===== src/hdl/bth_pkg.sv =====
// constants and helpers for the type-one bridge configuration header block
// assumes a dword-aligned configuration access port with byte enables
package bth_pkg;

  // byte offsets of the header registers in configuration space
  localparam logic [7:0] UPSTREAM_LATENCY_OFS = 8'h0D;
  localparam logic [7:0] HEADER_LAYOUT_OFS = 8'h0E;
  localparam logic [7:0] SELF_TEST_OFS = 8'h0F;
  localparam logic [7:0] CONTROL_WINDOW_OFS = 8'h10;
  localparam logic [7:0] UPSTREAM_BUS_OFS = 8'h18;
  localparam logic [7:0] DOWNSTREAM_BUS_OFS = 8'h19;
  localparam logic [7:0] HIGHEST_BUS_OFS = 8'h1A;
  localparam logic [7:0] DS_LATENCY_OFS = 8'h1B;
  localparam logic [7:0] IO_WINDOW_BOTTOM_OFS = 8'h1C;

  // fixed read values and reset values
  localparam logic [7:0] UPSTREAM_LATENCY_VAL = 8'h00;
  localparam logic [7:0] HEADER_LAYOUT_VAL = 8'h01;
  localparam logic [7:0] SELF_TEST_VAL = 8'h00;
  localparam logic [7:0] UNMAPPED_BYTE = 8'h00;
  localparam logic [7:0] BUS_BYTE_RESET = 8'h00;
  localparam logic [19:0] CONTROL_WINDOW_RESET = 20'h00000;
  localparam logic [3:0] IO_BOTTOM_RESET = 4'h0;
  localparam logic [3:0] IO_ADDRESSING_WIDTH_CODE = 4'h1;

  // field positions
  localparam int CW_ADDR_LSB = 12;
  localparam int CW_ADDR_W = 20;
  localparam int IO_BOTTOM_LSB = 4;
  localparam logic [7:0] CW_RESERVED_BITS = 8'h00;
  localparam logic [3:0] CW_SPACE_LOW_BITS = 4'h0;

  // fill of the low twelve address bits of the I/O window
  localparam logic [11:0] IO_BOTTOM_FILL = 12'h000;
  localparam logic [11:0] IO_TOP_FILL = 12'hFFF;

  // read data appears this many cycles after the read strobe
  localparam int READ_LATENCY = 1;

  // what the bridge does with a type 1 configuration request
  typedef enum logic [1:0] {
    T1_IGNORE,
    T1_TO_TYPE0,
    T1_PASS_TYPE1
  } bth_t1_type;

  // true when the access addresses the dword of ofs and enables its lane
  function automatic logic lane_hit(input logic [7:0] addr,
                                    input logic [3:0] be,
                                    input logic [7:0] ofs);
    return (addr[7:2] == ofs[7:2]) && be[ofs[1:0]];
  endfunction

  // true when the access addresses the dword that holds ofs
  function automatic logic dword_hit(input logic [7:0] addr,
                                     input logic [7:0] ofs);
    return addr[7:2] == ofs[7:2];
  endfunction

endpackage


===== src/hdl/bth_io_window.sv =====
// I/O window compare: is an address inside the assembled base..limit range
// assumes the caller registers the result; purely combinational here
`timescale 1ns/1ps

module bth_io_window #(
  parameter int ADDR_W = 32
) (
  input wire logic [ADDR_W-17:0] base_upper,
  input wire logic [3:0] base_nibble,
  input wire logic [ADDR_W-17:0] limit_upper,
  input wire logic [3:0] limit_nibble,
  input wire logic [ADDR_W-1:0] addr,
  output logic hit
);
  import bth_pkg::*;

  logic [ADDR_W-1:0] bottom;
  logic [ADDR_W-1:0] top;

  // bottom fills low bits with zeros, top with ones
  assign bottom = {base_upper, base_nibble, IO_BOTTOM_FILL};
  assign top = {limit_upper, limit_nibble, IO_TOP_FILL};
  // an empty window (bottom above top) claims nothing
  assign hit = (addr >= bottom) && (addr <= top);

endmodule


===== src/hdl/bth_cfg_header.sv =====
// type-one bridge configuration header, bytes 0Dh through 1Ch
// assumes single-cycle configuration strobes synchronous to clk
`timescale 1ns/1ps

module bth_cfg_header #(
  parameter int ADDR_W = 32
) (
  input wire logic clk,
  input wire logic arst_n,
  input wire logic cfg_wr,
  input wire logic cfg_rd,
  input wire logic [7:0] cfg_addr,
  input wire logic [3:0] cfg_be,
  input wire logic [31:0] cfg_wdata,
  output logic [31:0] cfg_rdata,
  output logic cfg_rd_valid,
  input wire logic base_unlock,
  input wire logic [ADDR_W-17:0] io_base_upper,
  input wire logic [3:0] io_limit_nibble,
  input wire logic [ADDR_W-17:0] io_limit_upper,
  input wire logic io_req_valid,
  input wire logic [ADDR_W-1:0] io_req_addr,
  output logic io_claim_valid,
  output logic io_claim,
  input wire logic t1_req_valid,
  input wire logic [7:0] t1_req_bus,
  output logic t1_done,
  output bth_pkg::bth_t1_type t1_outcome,
  output logic [bth_pkg::CW_ADDR_W-1:0] control_window_base,
  output logic [7:0] upstream_bus_number,
  output logic [7:0] downstream_bus_number,
  output logic [7:0] highest_downstream_bus,
  output logic [7:0] downstream_latency_timer,
  output logic [3:0] io_range_bottom_bits
);
  import bth_pkg::*;

  logic [7:0] bus_byte [4];
  logic [7:0] bus_ofs [4];
  logic hit_header;
  logic hit_window;
  logic hit_bus;
  logic hit_io;
  logic cw_write;
  logic io_write;
  logic [CW_ADDR_W-1:0] next_cw;
  logic [31:0] next_rdata;
  logic window_hit;
  logic t1_is_local;
  logic t1_is_below;
  bth_t1_type next_t1_outcome;

  // the bus-number dword holds four independent read/write bytes
  assign bus_ofs[0] = UPSTREAM_BUS_OFS;
  assign bus_ofs[1] = DOWNSTREAM_BUS_OFS;
  assign bus_ofs[2] = HIGHEST_BUS_OFS;
  assign bus_ofs[3] = DS_LATENCY_OFS;

  // dword decode for reads
  assign hit_header = dword_hit(cfg_addr, HEADER_LAYOUT_OFS);
  assign hit_window = dword_hit(cfg_addr, CONTROL_WINDOW_OFS);
  assign hit_bus = dword_hit(cfg_addr, UPSTREAM_BUS_OFS);
  assign hit_io = dword_hit(cfg_addr, IO_WINDOW_BOTTOM_OFS);

  // window base takes writes only while unlocked; lane 0 holds no
  // writable bits so only lanes 1..3 matter
  assign cw_write = cfg_wr && hit_window && base_unlock;
  assign next_cw = {
    cfg_be[3] ? cfg_wdata[31:24] : control_window_base[19:12],
    cfg_be[2] ? cfg_wdata[23:16] : control_window_base[11:4],
    cfg_be[1] ? cfg_wdata[15:12] : control_window_base[3:0]
  };

  // only the upper nibble of the I/O bottom byte is writable
  assign io_write = cfg_wr &&
                    lane_hit(cfg_addr, cfg_be, IO_WINDOW_BOTTOM_OFS);

  // read mux; constant fields are built here, never stored, so a
  // write cannot disturb them
  assign next_rdata =
    hit_header ? {SELF_TEST_VAL, HEADER_LAYOUT_VAL,
                  UPSTREAM_LATENCY_VAL, UNMAPPED_BYTE} :
    hit_window ? {control_window_base, CW_RESERVED_BITS,
                  CW_SPACE_LOW_BITS} :
    hit_bus ? {bus_byte[3], bus_byte[2], bus_byte[1], bus_byte[0]} :
    hit_io ? {UNMAPPED_BYTE, UNMAPPED_BYTE, UNMAPPED_BYTE,
              io_range_bottom_bits, IO_ADDRESSING_WIDTH_CODE} :
    {UNMAPPED_BYTE, UNMAPPED_BYTE, UNMAPPED_BYTE, UNMAPPED_BYTE};

  // type 1 decode against downstream and highest bus numbers
  assign t1_is_local = t1_req_bus == downstream_bus_number;
  assign t1_is_below = (t1_req_bus > downstream_bus_number) &&
                       (t1_req_bus <= highest_downstream_bus);
  assign next_t1_outcome = t1_is_local ? T1_TO_TYPE0 :
                           t1_is_below ? T1_PASS_TYPE1 : T1_IGNORE;

  // I/O window compare
  bth_io_window #(
    .ADDR_W(ADDR_W)
  ) u_window (
    .base_upper(io_base_upper),
    .base_nibble(io_range_bottom_bits),
    .limit_upper(io_limit_upper),
    .limit_nibble(io_limit_nibble),
    .addr(io_req_addr),
    .hit(window_hit)
  );

  // bus-number bytes, one per lane
  for (genvar l = 0; l < 4; l++) begin : g_bus
    always_ff @(posedge clk or negedge arst_n) begin
      if (!arst_n) begin
        bus_byte[l] <= BUS_BYTE_RESET;
      end else if (cfg_wr && lane_hit(cfg_addr, cfg_be, bus_ofs[l])) begin
        bus_byte[l] <= cfg_wdata[8*l +: 8];
      end
    end
  end

  assign upstream_bus_number = bus_byte[0];
  assign downstream_bus_number = bus_byte[1];
  assign highest_downstream_bus = bus_byte[2];
  assign downstream_latency_timer = bus_byte[3];

  // window base register
  always_ff @(posedge clk or negedge arst_n) begin
    if (!arst_n) begin
      control_window_base <= CONTROL_WINDOW_RESET;
    end else if (cw_write) begin
      control_window_base <= next_cw;
    end
  end

  // I/O bottom nibble; byte 1Ch sits in lane 0 of its dword, so the
  // writable nibble is taken from wdata bits 7:4
  always_ff @(posedge clk or negedge arst_n) begin
    if (!arst_n) begin
      io_range_bottom_bits <= IO_BOTTOM_RESET;
    end else if (io_write) begin
      io_range_bottom_bits <= cfg_wdata[IO_BOTTOM_LSB +: 4];
    end
  end

  // read answer one cycle after the strobe
  always_ff @(posedge clk or negedge arst_n) begin
    if (!arst_n) begin
      cfg_rd_valid <= 1'b0;
      cfg_rdata <= 32'h00000000;
    end else begin
      cfg_rd_valid <= cfg_rd;
      cfg_rdata <= cfg_rd ? next_rdata : 32'h00000000;
    end
  end

  // I/O claim decision, registered
  always_ff @(posedge clk or negedge arst_n) begin
    if (!arst_n) begin
      io_claim_valid <= 1'b0;
      io_claim <= 1'b0;
    end else begin
      io_claim_valid <= io_req_valid;
      io_claim <= io_req_valid && window_hit;
    end
  end

  // type 1 decision, registered
  always_ff @(posedge clk or negedge arst_n) begin
    if (!arst_n) begin
      t1_done <= 1'b0;
      t1_outcome <= T1_IGNORE;
    end else begin
      t1_done <= t1_req_valid;
      t1_outcome <= t1_req_valid ? next_t1_outcome : T1_IGNORE;
    end
  end

  // read-path checks on the fixed header bytes; the expected values are
  // written as literals so a slip in the package would still show up
  a_latency_byte_zero: assert property (
    @(posedge clk) disable iff (!arst_n)
    cfg_rd && hit_header |-> ##1 cfg_rd_valid && cfg_rdata[15:8] == 8'h00)
    else $error("latency byte not zero");

  a_header_layout_val: assert property (
    @(posedge clk) disable iff (!arst_n)
    cfg_rd && hit_header |-> ##1 cfg_rdata[23:16] == 8'h01)
    else $error("header layout byte wrong");

  a_self_test_zero: assert property (
    @(posedge clk) disable iff (!arst_n)
    cfg_rd && hit_header |-> ##1 cfg_rdata[31:24] == 8'h00)
    else $error("self-test byte not zero");

  // window base checks: locked, unlocked and low-lane writes
  a_base_locked_hold: assert property (
    @(posedge clk) disable iff (!arst_n)
    !base_unlock |=> $stable(control_window_base))
    else $error("window base changed while locked");

  a_base_unlocked_write: assert property (
    @(posedge clk) disable iff (!arst_n)
    cfg_wr && base_unlock && cfg_addr == 8'h10 && cfg_be == 4'hF
    |=> control_window_base == $past(cfg_wdata[31:12]))
    else $error("unlocked base write lost");

  // lane 0 of the window dword holds only constant bits
  a_base_lane0_hold: assert property (
    @(posedge clk) disable iff (!arst_n)
    cfg_wr && cfg_be == 4'h1 |=> $stable(control_window_base))
    else $error("window base changed by low lane write");

  a_base_low_zero: assert property (
    @(posedge clk) disable iff (!arst_n)
    cfg_rd && hit_window |-> ##1 cfg_rdata[11:0] == 12'h000)
    else $error("window base low bits not zero");

  // bus number and I/O bottom byte checks
  a_bus_byte_write: assert property (
    @(posedge clk) disable iff (!arst_n)
    cfg_wr && cfg_addr == 8'h18 && cfg_be == 4'hF
    |=> {downstream_latency_timer, highest_downstream_bus,
         downstream_bus_number, upstream_bus_number} == $past(cfg_wdata))
    else $error("bus number dword write lost");

  a_bus_lane_hold: assert property (
    @(posedge clk) disable iff (!arst_n)
    cfg_wr && !cfg_be[0] |=> $stable(upstream_bus_number))
    else $error("upstream bus byte changed without its lane");

  a_io_type_code: assert property (
    @(posedge clk) disable iff (!arst_n)
    cfg_rd && hit_io |-> ##1 cfg_rdata[3:0] == 4'h1 &&
    cfg_rdata[7:4] == io_range_bottom_bits)
    else $error("io bottom byte read wrong");

  a_io_bottom_write: assert property (
    @(posedge clk) disable iff (!arst_n)
    cfg_wr && cfg_addr == 8'h1C && cfg_be[0]
    |=> io_range_bottom_bits == $past(cfg_wdata[7:4]))
    else $error("io bottom nibble write lost");

  // classification checks for I/O and type 1 requests
  a_io_claim_range: assert property (
    @(posedge clk) disable iff (!arst_n)
    io_req_valid |=> io_claim_valid && io_claim ==
    ($past(io_req_addr) >= {$past(io_base_upper),
      $past(io_range_bottom_bits), 12'h000} &&
     $past(io_req_addr) <= {$past(io_limit_upper),
      $past(io_limit_nibble), 12'hFFF}))
    else $error("io claim disagrees with window");

  a_claim_idle_low: assert property (
    @(posedge clk) disable iff (!arst_n)
    !io_req_valid |=> !io_claim_valid && !io_claim)
    else $error("io claim raised without a request");

  a_t1_local_bus: assert property (
    @(posedge clk) disable iff (!arst_n)
    t1_req_valid && t1_req_bus == downstream_bus_number
    |=> t1_done && t1_outcome == T1_TO_TYPE0)
    else $error("type 1 to local bus not converted");

  a_t1_pass_below: assert property (
    @(posedge clk) disable iff (!arst_n)
    t1_req_valid && t1_req_bus > downstream_bus_number &&
    t1_req_bus <= highest_downstream_bus
    |=> t1_done && t1_outcome == T1_PASS_TYPE1)
    else $error("type 1 below local bus not passed on");

  a_t1_ignore_outside: assert property (
    @(posedge clk) disable iff (!arst_n)
    t1_req_valid && t1_req_bus != downstream_bus_number &&
    (t1_req_bus < downstream_bus_number ||
     t1_req_bus > highest_downstream_bus)
    |=> t1_done && t1_outcome == T1_IGNORE)
    else $error("type 1 outside bus range not ignored");

  // scenario covers
  c_unlocked_write: cover property (@(posedge clk) disable iff (!arst_n)
    cw_write ##1 control_window_base != CONTROL_WINDOW_RESET);
  c_io_claimed: cover property (@(posedge clk) disable iff (!arst_n)
    io_claim_valid && io_claim);
  c_t1_converted: cover property (@(posedge clk) disable iff (!arst_n)
    t1_done && t1_outcome == T1_TO_TYPE0);
  c_t1_passed: cover property (@(posedge clk) disable iff (!arst_n)
    t1_done && t1_outcome == T1_PASS_TYPE1);
  c_header_read: cover property (@(posedge clk) disable iff (!arst_n)
    cfg_rd && hit_header ##1 cfg_rd_valid);

endmodule


===== config.mk =====
export PLATFORM = sky130hd
export DESIGN_NAME = bth_cfg_header
export DESIGN_NICKNAME = d
export VERILOG_FILES = /design/src/hdl/bth_pkg.sv /design/src/hdl/bth_io_window.sv /design/src/hdl/bth_cfg_header.sv
export SDC_FILE = /design/constraint.sdc
export NUM_CORES = 1
export LEC_CHECK = 0
export BUFFER_PORTS_ARGS = -buffer_cell sky130_fd_sc_hd__buf_2
export CAP_MARGIN = 40
export CORE_MARGIN = 5
export CORE_UTILIZATION = 52
export CTS_BUF_LIST = sky130_fd_sc_hd__clkbuf_8 sky130_fd_sc_hd__clkbuf_16
export DETAILED_ROUTE_END_ITERATION = 16
export PLACE_DENSITY = 0.86
export SYNTH_ARGS = -nofsm -noshare
export SYNTH_HDL_FRONTEND = slang
export SYNTH_HIERARCHICAL = 1
export SYNTH_SLANG_ARGS = --single-unit

===== constraint.sdc =====
create_clock -name clk -period 2.7 [get_ports clk]
set_clock_uncertainty 0.1 [all_clocks]
set_input_delay 0.405 -clock clk [delete_from_list [all_inputs] [get_ports clk]]
set_output_delay 0.405 -clock clk [all_outputs]
set_load 0.02 [all_outputs]

After elaboration in Yosys (flattened, before gate mapping)
Cells that the tools add are included.
- logic and storage cells: 49
- output and inout port bits: 94
- bits of input ports: 127
- register bits after elaboration: 94
- equal/unequal tests: 5
- multiplexer cells: 8
- $lt $le $gt $ge: 4
- reduce and logical (&&, ||, !) cells: 18
- operators by type and width (cell ; number):
    2-to-1 mux 32 bit ; 4
    >= comparator 32 bit ; 1
    less-or-equal comparator 32 bit ; 1
    equality test 6 x 3 -> 1 bit, second input constant ; 3
    logical AND 1 bit ; 15
    equality test 8 bit ; 1
    greater-than comparator 8 bit ; 1
    less-or-equal comparator 8 bit ; 1
    2-to-1 mux 8 bit ; 1
    equality test 6 x 2 -> 1 bit, second input constant ; 1
    2-to-1 mux 2 bit ; 3
    AND reduction 2 bit ; 3

Longest topological paths before layout
Gate-level depths: netlist (run 1).
- word-level depth: 6
- mapped depth: 8

By module
Netlist (run 1), hierarchy kept.
- modules (own cells, without submodules) (module ; instances ; cells each ; area each (sq um)):
    bth_cfg_header ; 1 ; 311 ; 3928.8
    bth_io_window ; 1 ; 148 ; 1086.0

Worst setup path after synthesis (run 1)
Ideal clock, no wire load.
- path kind: in2reg
- start point: input cfg_addr[2]
- end point: register bus_byte (netlist bit downstream_latency_timer[0])
- arrival: 1.893 ns
- setup time: 0.125 ns
- slack: 0.582 ns
- buffers on the path: 2
- stages: 6
- cell sequence: buf_6 or3b_4 nor4b_4 and3_1 buf_4 mux2_2
- word-level cells in the longest chain between the ends: 3
- ends and longest elaborated chain (element ; RTL line ; text):
    start: declaration ; bth_cfg_header.sv:12 ; input wire logic [7:0] cfg_addr,
    equality test 6 x 3 -> 1 bit ; bth_pkg.sv:51 ; return (addr[7:2] == ofs[7:2]) && be[ofs[1:0]];
    logical AND 1 bit ; bth_pkg.sv:51 ;
    logical AND 1 bit ; bth_cfg_header.sv:114 ; end else if (cfg_wr && lane_hit(cfg_addr, cfg_be, bus_ofs[l])) begin
    end signal: indexed assignment ; bth_cfg_header.sv:115 ; bus_byte[l] <= cfg_wdata[8*l +: 8];
    end: declaration ; bth_cfg_header.sv:38 ; logic [7:0] bus_byte [4];
Every way passes these cells.
A chain may end at the register's enable or synchronous reset.

Worst setup path in the final report (run 1)
- start point: input cfg_addr[5]
- end point: register bus_byte (netlist bit downstream_latency_timer[4])
Same word-level chain as after synthesis.

==> results of run 1 <==
==> final timing paths <==
check	endpoint	slack (ps)	depth (start not counted)
worst max-delay path	downstream_latency_timer[4]$_DFFE_PN0P_	670	5
worst min-delay path	t1_done$_DFF_PN0_	80	1
worst max register to register	io_claim$_DFF_PN0_	790	8
worst min register to register	cfg_rdata[2]$_DFF_PN0_	420	1
max in group asynchronous	control_window_base[19]$_DFFE_PN0P_	1360	3
min in group asynchronous	cfg_rdata[14]$_DFF_PN0_	480	2
==> layer usage <==
metal / vias up / global-route usage (%)
met4: 0 / 9.47
met2: 180 / 42.7
met3: 33 / 4.48
met5: - / 0
met1: 2074 / 25.9
li1: 2056 / -
==> cells by family after synthesis <==
family	after synthesis
simple gates	112
flops	94
compound gates	80
buf+inv	71
fa+ha+maj	56
mux	46
==> critical path: cells and delay by family <==
kind | cells | cell delay (ps)
simple gates | 3 | 1230
mux | 1 | 390
buf+inv | 1 | 120
==> registers in the layout, summed over array words and instances, names as in the netlist <==
name,cells
io_claim,1
io_range_bottom_bits,4
control_window_base,20
cfg_rdata,32
downstream_latency_timer,8
upstream_bus_number,8
cfg_rd_valid,1
downstream_bus_number,8
t1_done,1
highest_downstream_bus,8
t1_outcome,2
io_claim_valid,1
==> repair_timing <==
action	in CTS	in global routing
hold buffers	1	0
setup buffers	0	0
hold endpoints to repair	42	0
==> metrics by stage <==
stage,instances,total power [mW],utilization [%],area [sq um],setup slack [ps]
5_1_grt,816,3.27,69.3,6460,598
3_3_place_gp,800,2.19,67.1,6260,320
6_report,816,3.11,69.3,6460,672
3_5_place_dp,800,2.23,67.1,6260,264
2_1_floorplan,459,1.91,-,5010,582
4_1_cts,816,3.13,69.3,6460,640
==> power breakdown <==
part	total (mW)	switching (mW)	internal, mW
clock network	0.910	0.486	0.424
registers	1.54	0.0609	1.48
logic	0.658	0.383	0.275
total	3.11	0.930	2.18
==> Yosys cell counts, drive strengths merged, types with 2 or more instances <==
| library cell | instances |
|---|---|
| dfrtp | 94 |
| inv | 57 |
| ha | 56 |
| mux2 | 42 |
| nor2 | 30 |
| nand2 | 26 |
| a21oi | 24 |
| a22oi | 21 |
| o21ai | 21 |
| nand4 | 16 |
| buf | 9 |
| and2 | 8 |
| and4 | 5 |
| clkbuf | 5 |
| nand3 | 5 |
| and3 | 4 |
| mux2i | 4 |
| nor2b | 3 |
| nor3 | 3 |
| nor3b | 3 |
| nor4 | 3 |
| nor4b | 3 |
| o211ai | 3 |
| a21boi | 2 |
| a21o | 2 |
==> layout make-up <==
cell class                      instances  area share (%)
Timing Repair Buffer                  227            18.2
Clock buffer                            9            1.92
Clock inverter                          6           0.988
Inverter                               57            3.31
Sequential cell                        94            36.4
Multi-Input combinational cell        294            36.7
Tap cell                              129            2.50
==> metrics.csv, run 1 <==
stage,metric,value,unit
critical_path,path type of the worst setup path,primary input to flip-flop,
critical_path,"Slowest-stage cell, CP",and3_1,
global_routing,largest net degree at the start of global routing,53,
detailed_routing,DR iter-0 viols,120,
timing,minimum clock period,2030,ps
final_layout,Antenna diodes,0,
synth,synth unique cells,46,
critical_path,CP required,2830,ps
timing,Worst-Margin Slew,611,ps
global_routing,GRT overflow,0,
final_layout,Layout fillers,721,
critical_path,origin of the critical flop-to-flop path,io_range_bottom_bits[1]$_DFFE_PN0P_,
cts,Root Buffer,clkbuf_8,
synth,"Seq/Total Area, Yosys",46.9,%
global_routing,first-pass GRT wire length,21.3,mm
pwr,Pwr Density,482,nW/um^2
synth,"Top FF cell, synth",dfrtp_1,
place,Buffers on Ports,218,
floorplanning,Die Span X,108,um
final_layout,layout cell share with drive strength beyond 1,42.9,%
synth,largest family of logic cells by synthesized area,adder cells,
timing,Hold WS,84.7,ps
timing,final setup violation count,0,
critical_path,slowest cell delay on critical path,450,ps
critical_path,CP arrival,2160,ps
cts,CTS Buf Count,9,
cts,clock transition at the registers of the reported paths,100,ps
pwr,Max VDD drop,0.000232,V
cts,CTS resizes,0,
final_layout,Layout area overhead,28.8,%
synth,syn_nets,642,
synth,"Cell Area, Synth",5010,sq um
run,max capacitance violation total,0,
detailed_routing,1st-pass router iterations,4,
synth,adder-cell area share of the yosys netlist,14.0,%
final_layout,Total Nets Final,866,
detailed_routing,met2 wire length,7.15,mm
final_layout,most frequent cells in the layout,"217 x buf_2, 94 x dfrtp_1, 58 x inv_1, 56 x ha_1, 42 x mux2_2",
critical_path,Critical Path Source Type,primary input,
detailed_routing,Post-DRT Antenna Nets,0,
place,post-DP HPWL,11.3,mm
timing,Max Slew Vio Count,0,
synth,Synth area leaders,"dfrtp_1 47%, ha_1 14%, mux2_2 9.4%",
synth,post-synth top area cell,dfrtp_1,
synth,multiplexer share of the synthesized area,10.2,%
floorplanning,Core Area,9330,sq um
timing,relative slew slack,59.2,%
detailed_routing,Max Used Layer,met4,
detailed_routing,DR WL/cell,16.7,um
critical_path,Crit. End Element,flip-flop,
synth,Post-synth EDFFs,0,
cts,TritonCTS clock tree,yes,
timing,Fmax,493,MHz
synth,Post-Synth Simple-Gate Area,13.1,%
timing,final hold vios,0,
detailed_routing,wire length on met3,981,um
cts,Num Clock Sinks,94,
min_path,Hold Crit Start,t1_req_valid,
final_layout,"commonest non-fill, non-tap cell in the layout",buf_2,
critical_path,Worst Setup SP,cfg_addr[5],
floorplanning,die height,108,um
global_routing,initial antenna violation count,0,
timing,setup TNS,0,ps
detailed_routing,met1 WL,5.16,mm
floorplanning,row count,35,
synth,"FF+latch count, synth",94,
pwr,Leak,3.69,nW
min_path,HP Class,primary input to flip-flop,
critical_path,crit-path max FO,8,
synth,Synthesis Warnings,6,
cts,H-tree depth,3,
final_layout,area occupied by multi-input gates,2370,sq um
timing,unrepaired setup endpoints after global routing,no,
detailed_routing,Via-to-Cell Ratio,5.32,
floorplanning,Initial Utilization,53.8,%
detailed_routing,# DRC,0,
synth,Synth top area share,46.9,%
detailed_routing,vias after detailed routing,4343,
global_routing,vias in the first global route,4583,
place,routability cong.,0.833,
final_layout,register area,2350,sq um
global_routing,GRT Total Usage,23.1,%
synth,"Avg Cell Area, Syn",10.9,sq um
floorplanning,# IOs,221,
timing,final worst-path cycle share,75.1,%
synth,Synth Area in XOR/XNOR,0,%
cts,Bufs on Longest Clock Path,2,
detailed_routing,routed wire length,13.7,mm
floorplanning,Die Area,11700,sq um
run_status,status,completed,
synth,post-synthesis compound-gate area fraction,9.93,%
critical_path,crit-path cells,buf_2 > or3b_4 > nor4b_4 > and3_1 > mux2_2,
synth,ys async rst share,100,%
cts,latest clock arrival within the worst-skew pair,350,ps
synth,Cells after Synth,459,
Note: power is estimated with default switching activity, not from simulation.
==> run 2, diff against run 1 <==
--- a/config.mk
+++ b/config.mk
@@ -5,13 +5,14 @@
 export SDC_FILE = /design/constraint.sdc
 export NUM_CORES = 1
 export LEC_CHECK = 0
+export ABC_AREA = 1
 export BUFFER_PORTS_ARGS = -buffer_cell sky130_fd_sc_hd__buf_2
 export CAP_MARGIN = 40
 export CORE_MARGIN = 5
-export CORE_UTILIZATION = 52
+export CORE_UTILIZATION = 49
 export CTS_BUF_LIST = sky130_fd_sc_hd__clkbuf_8 sky130_fd_sc_hd__clkbuf_16
 export DETAILED_ROUTE_END_ITERATION = 16
-export PLACE_DENSITY = 0.86
+export PLACE_DENSITY = 0.8
 export SYNTH_ARGS = -nofsm -noshare
 export SYNTH_HDL_FRONTEND = slang
 export SYNTH_HIERARCHICAL = 1
==> constraint.sdc (replaced) <==
create_clock -name clk -period 2 [get_ports clk]
set_clock_uncertainty 0.1 [all_clocks]
set_input_delay 0.3 -clock clk [delete_from_list [all_inputs] [get_ports clk]]
set_output_delay 0.3 -clock clk [all_outputs]
set_load 0.02 [all_outputs]
==> run 2 against run 1 <==
Via count is 20% higher; highest routed layer unchanged; register-to-register slack worse by 450 ps; largest power group unchanged; flip-flop and latch count stayed put; first-iteration DRC count grew to 2.9 times the previous value; critical endpoint is now io_claim$_DFF_PN0_; non-clock buffer count is 8 higher; global-route usage is 0.37 points lower; sequential power is 34% higher; critical path depth is 7 higher; synthesized area is 7.6% higher; largest cell class unchanged; critical path type is now flip-flop to flip-flop; total power is 37% higher; cell count is 31% higher; sequential share of layout area is 2.5 points lower.
==> metrics.csv, run 2 <==
stage,metric,value,unit
run_status,status,completed,
run,max capacitance violation total,0,
place,routability cong.,0.874,
final_layout,Layout area overhead,28.7,%
synth,largest family of logic cells by synthesized area,simple AND/OR/NAND/NOR gates,
synth,synth unique cells,26,
synth,"FF+latch count, synth",94,
global_routing,vias in the first global route,5115,
final_layout,layout cell share with drive strength beyond 1,29.1,%
final_layout,max FFs per register,32,
detailed_routing,DR WL/cell,14.2,um
critical_path,"Slowest-stage cell, CP",dfrtp_1,
cts,Bufs on Longest Clock Path,2,
global_routing,initial antenna violation count,0,
critical_path,FF-to-FF setup slack,340,ps
pwr,Pwr Density,615,nW/um^2
min_path,HP Class,primary input to flip-flop,
synth,Post-Synth Simple-Gate Area,28.9,%
final_layout,post-route cell area,6940,sq um
min_path,Hold Path Sink,upstream_bus_number[0]$_DFFE_PN0P_,
critical_path,reg2reg path depth,12,
final_layout,"commonest non-fill, non-tap cell in the layout",nand2_1,
place,area of placed instances,6690,sq um
synth,Cells after Synth,694,
critical_path,CP arrival,1830,ps
detailed_routing,vias after detailed routing,5218,
cts,latest clock arrival within the worst-skew pair,370,ps
pwr,Leak,4.23,nW
cts,Root Buffer,clkbuf_8,
critical_path,Critical Path Source Type,flip-flop,
cts,H-tree depth,3,
final_layout,final core utilization,64.3,%
critical_path,"CP delay by family, top",flip-flops,
critical_path,worst r2r dst,io_claim$_DFF_PN0_,
min_path,Hold Crit Start,cfg_wdata[0],
synth,Synth Area in XOR/XNOR,0,%
synth,Synth top area share,43.6,%
timing,minimum clock period,1660,ps
synth,post-synth top area cell,dfrtp_1,
timing,setup TNS,0,ps
final_layout,Layout fillers,943,
global_routing,largest net degree at the start of global routing,35,
critical_path,slowest cell delay on critical path,430,ps
timing,Worst-Margin Slew,393,ps
floorplanning,Die Span X,115,um
cts,Num Clock Sinks,94,
synth,post-synthesis compound-gate area fraction,5.43,%
synth,adder-cell area share of the yosys netlist,13.0,%
floorplanning,Die Area,13200,sq um
synth,Post-synth top cells,"253 x nand2_1, 99 x inv_1, 94 x dfrtp_1",
synth,Synth area leaders,"dfrtp_1 44%, nand2_1 18%, ha_1 13%",
cts,"Setup Fix Bufs, Post-CTS",0,
detailed_routing,Via-to-Cell Ratio,4.88,
final_layout,register area,2350,sq um
synth,"Cell Area, Synth",5390,sq um
critical_path,origin of the critical flop-to-flop path,io_range_bottom_bits[1]$_DFFE_PN0P_,
global_routing,first-pass GRT wire length,24.0,mm
critical_path,crit-path cells,inv_1 > ha_1 > inv_1 > nor2_1 > o21bai_1 > nand2_1 > nand2_1 > nand4_1 > nand2_1 > inv_1 > nand2_1 > inv_1,
critical_path,Crit. End Element,flip-flop,
synth,"Avg Cell Area, Syn",7.77,sq um
final_layout,Total Nets Final,1107,
synth,Synthesis Warnings,6,
floorplanning,row count,38,
detailed_routing,Post-DRT Antenna Nets,0,
critical_path,path type of the worst setup path,flip-flop to flip-flop,
cts,CTS resizes,0,
floorplanning,Core Area,10800,sq um
final_layout,Antenna diodes,0,
cts,TritonCTS clock tree,yes,
pwr,Max VDD drop,0.000532,V
min_path,Hold Path Depth,3,
critical_path,Buf/Inv on CP,4,
timing,final hold vios,0,
final_layout,Top reg by flops,cfg_rdata,
final_layout,area occupied by multi-input gates,2550,sq um
timing,Max Slew Vio Count,0,
timing,final worst-path cycle share,83.1,%
detailed_routing,DR iter-0 viols,342,
synth,"Top FF cell, synth",dfrtp_1,
floorplanning,die height,115,um
place,Buffers on Ports,218,
floorplanning,Initial Utilization,50.0,%
floorplanning,# IOs,221,
detailed_routing,# DRC,0,
cts,clock transition at the registers of the reported paths,100,ps
global_routing,GRT Total Usage,22.7,%
timing,Hold WS,59.4,ps
detailed_routing,1st-pass router iterations,7,
global_routing,GRT overflow,0,
synth,multiplexer share of the synthesized area,0,%
synth,most numerous cell in the Yosys netlist,nand2_1,
critical_path,CP required,2170,ps
timing,Fmax,602,MHz
synth,syn_nets,877,
place,post-DP HPWL,12.1,mm
final_layout,Top Registers,"cfg_rdata x32, control_window_base x20",
cts,Post-CTS Hold Buffers,4,
timing,relative slew slack,73.8,%
cts,CTS Buf Count,9,
synth,ys async rst share,100,%
detailed_routing,routed wire length,15.1,mm
final_layout,most frequent cells in the layout,"253 x nand2_1, 217 x buf_2, 99 x inv_1, 94 x dfrtp_1",
synth,Post-synth EDFFs,0,
timing,unrepaired setup endpoints after global routing,no,
synth,"Seq/Total Area, Yosys",43.6,%
critical_path,crit-path max FO,4,
timing,final setup violation count,0,
run 2: worst min-delay path: stages:
cell and delay (ps):
buf_2 80, nand3_1 60, nand2_1 60
run 2: power breakdown:
group | internal (mW) | switching [mW] | leakage, nW
clock | 0.610 | 0.740 | 0.109
combinational | 0.335 | 0.514 | 2.83
sequential | 1.98 | 0.0860 | 1.29
total | 2.93 | 1.34 | 4.23
run 2: routing by layer:
metal / wire length, um / global-route usage (%) / share of wire, %
met5: 0 / 0 / 0
met4: 335 / 7.51 / 2.2
met3: 1140 / 4.74 / 7.5
met2: 7500 / 39.2 / 50
met1: 6160 / 28.5 / 41
run 2: metrics by stage:
stage / worst slack (ps) / power (mW) / std cells
2_1_floorplan: 430 / 2.56 / 694
3_3_place_gp: 67.3 / 2.93 / 1049
3_5_place_dp: 27.2 / 2.96 / 1049
4_1_cts: 321 / 4.31 / 1069
5_1_grt: 191 / 4.52 / 1069
6_report: 339 / 4.27 / 1069
run 2: cell type report:
cell class                 instances  share of cell area (%)
clock inverter                     7                    1.33
multi-input combinational        481                    36.8
inverter                         103                    5.59
tap                              140                    2.52
clock buffer                       9                    1.78
timing repair buffer             235                    18.1
sequential                        94                    33.9
run 2: how the worst max path moves through the flow:
stage | start | to | slack (ps) | depth (start not counted)
2_1_floorplan | io_range_bottom_bits[1]$_DFFE_PN0P_ | io_claim$_DFF_PN0_ | 430 | 12
3_3_place_gp | cfg_addr[7] | upstream_bus_number[6]$_DFFE_PN0P_ | 70 | 9
3_5_place_dp | cfg_addr[7] | upstream_bus_number[5]$_DFFE_PN0P_ | 30 | 9
4_1_cts | io_range_bottom_bits[1]$_DFFE_PN0P_ | io_claim$_DFF_PN0_ | 320 | 12
5_1_grt | io_range_bottom_bits[2]$_DFFE_PN0P_ | io_claim$_DFF_PN0_ | 190 | 12
6_report | io_range_bottom_bits[1]$_DFFE_PN0P_ | io_claim$_DFF_PN0_ | 340 | 12
run 2: cells by family (layout without fill, tap and decap cells):
family / count (synthesis) / after routing
AOI/OAI and AO/OA: 56 / 56
buffers and inverters: 119 / 354
DFF: 94 / 94
and+or+nand+nor: 369 / 369
adders and majority gates: 56 / 56
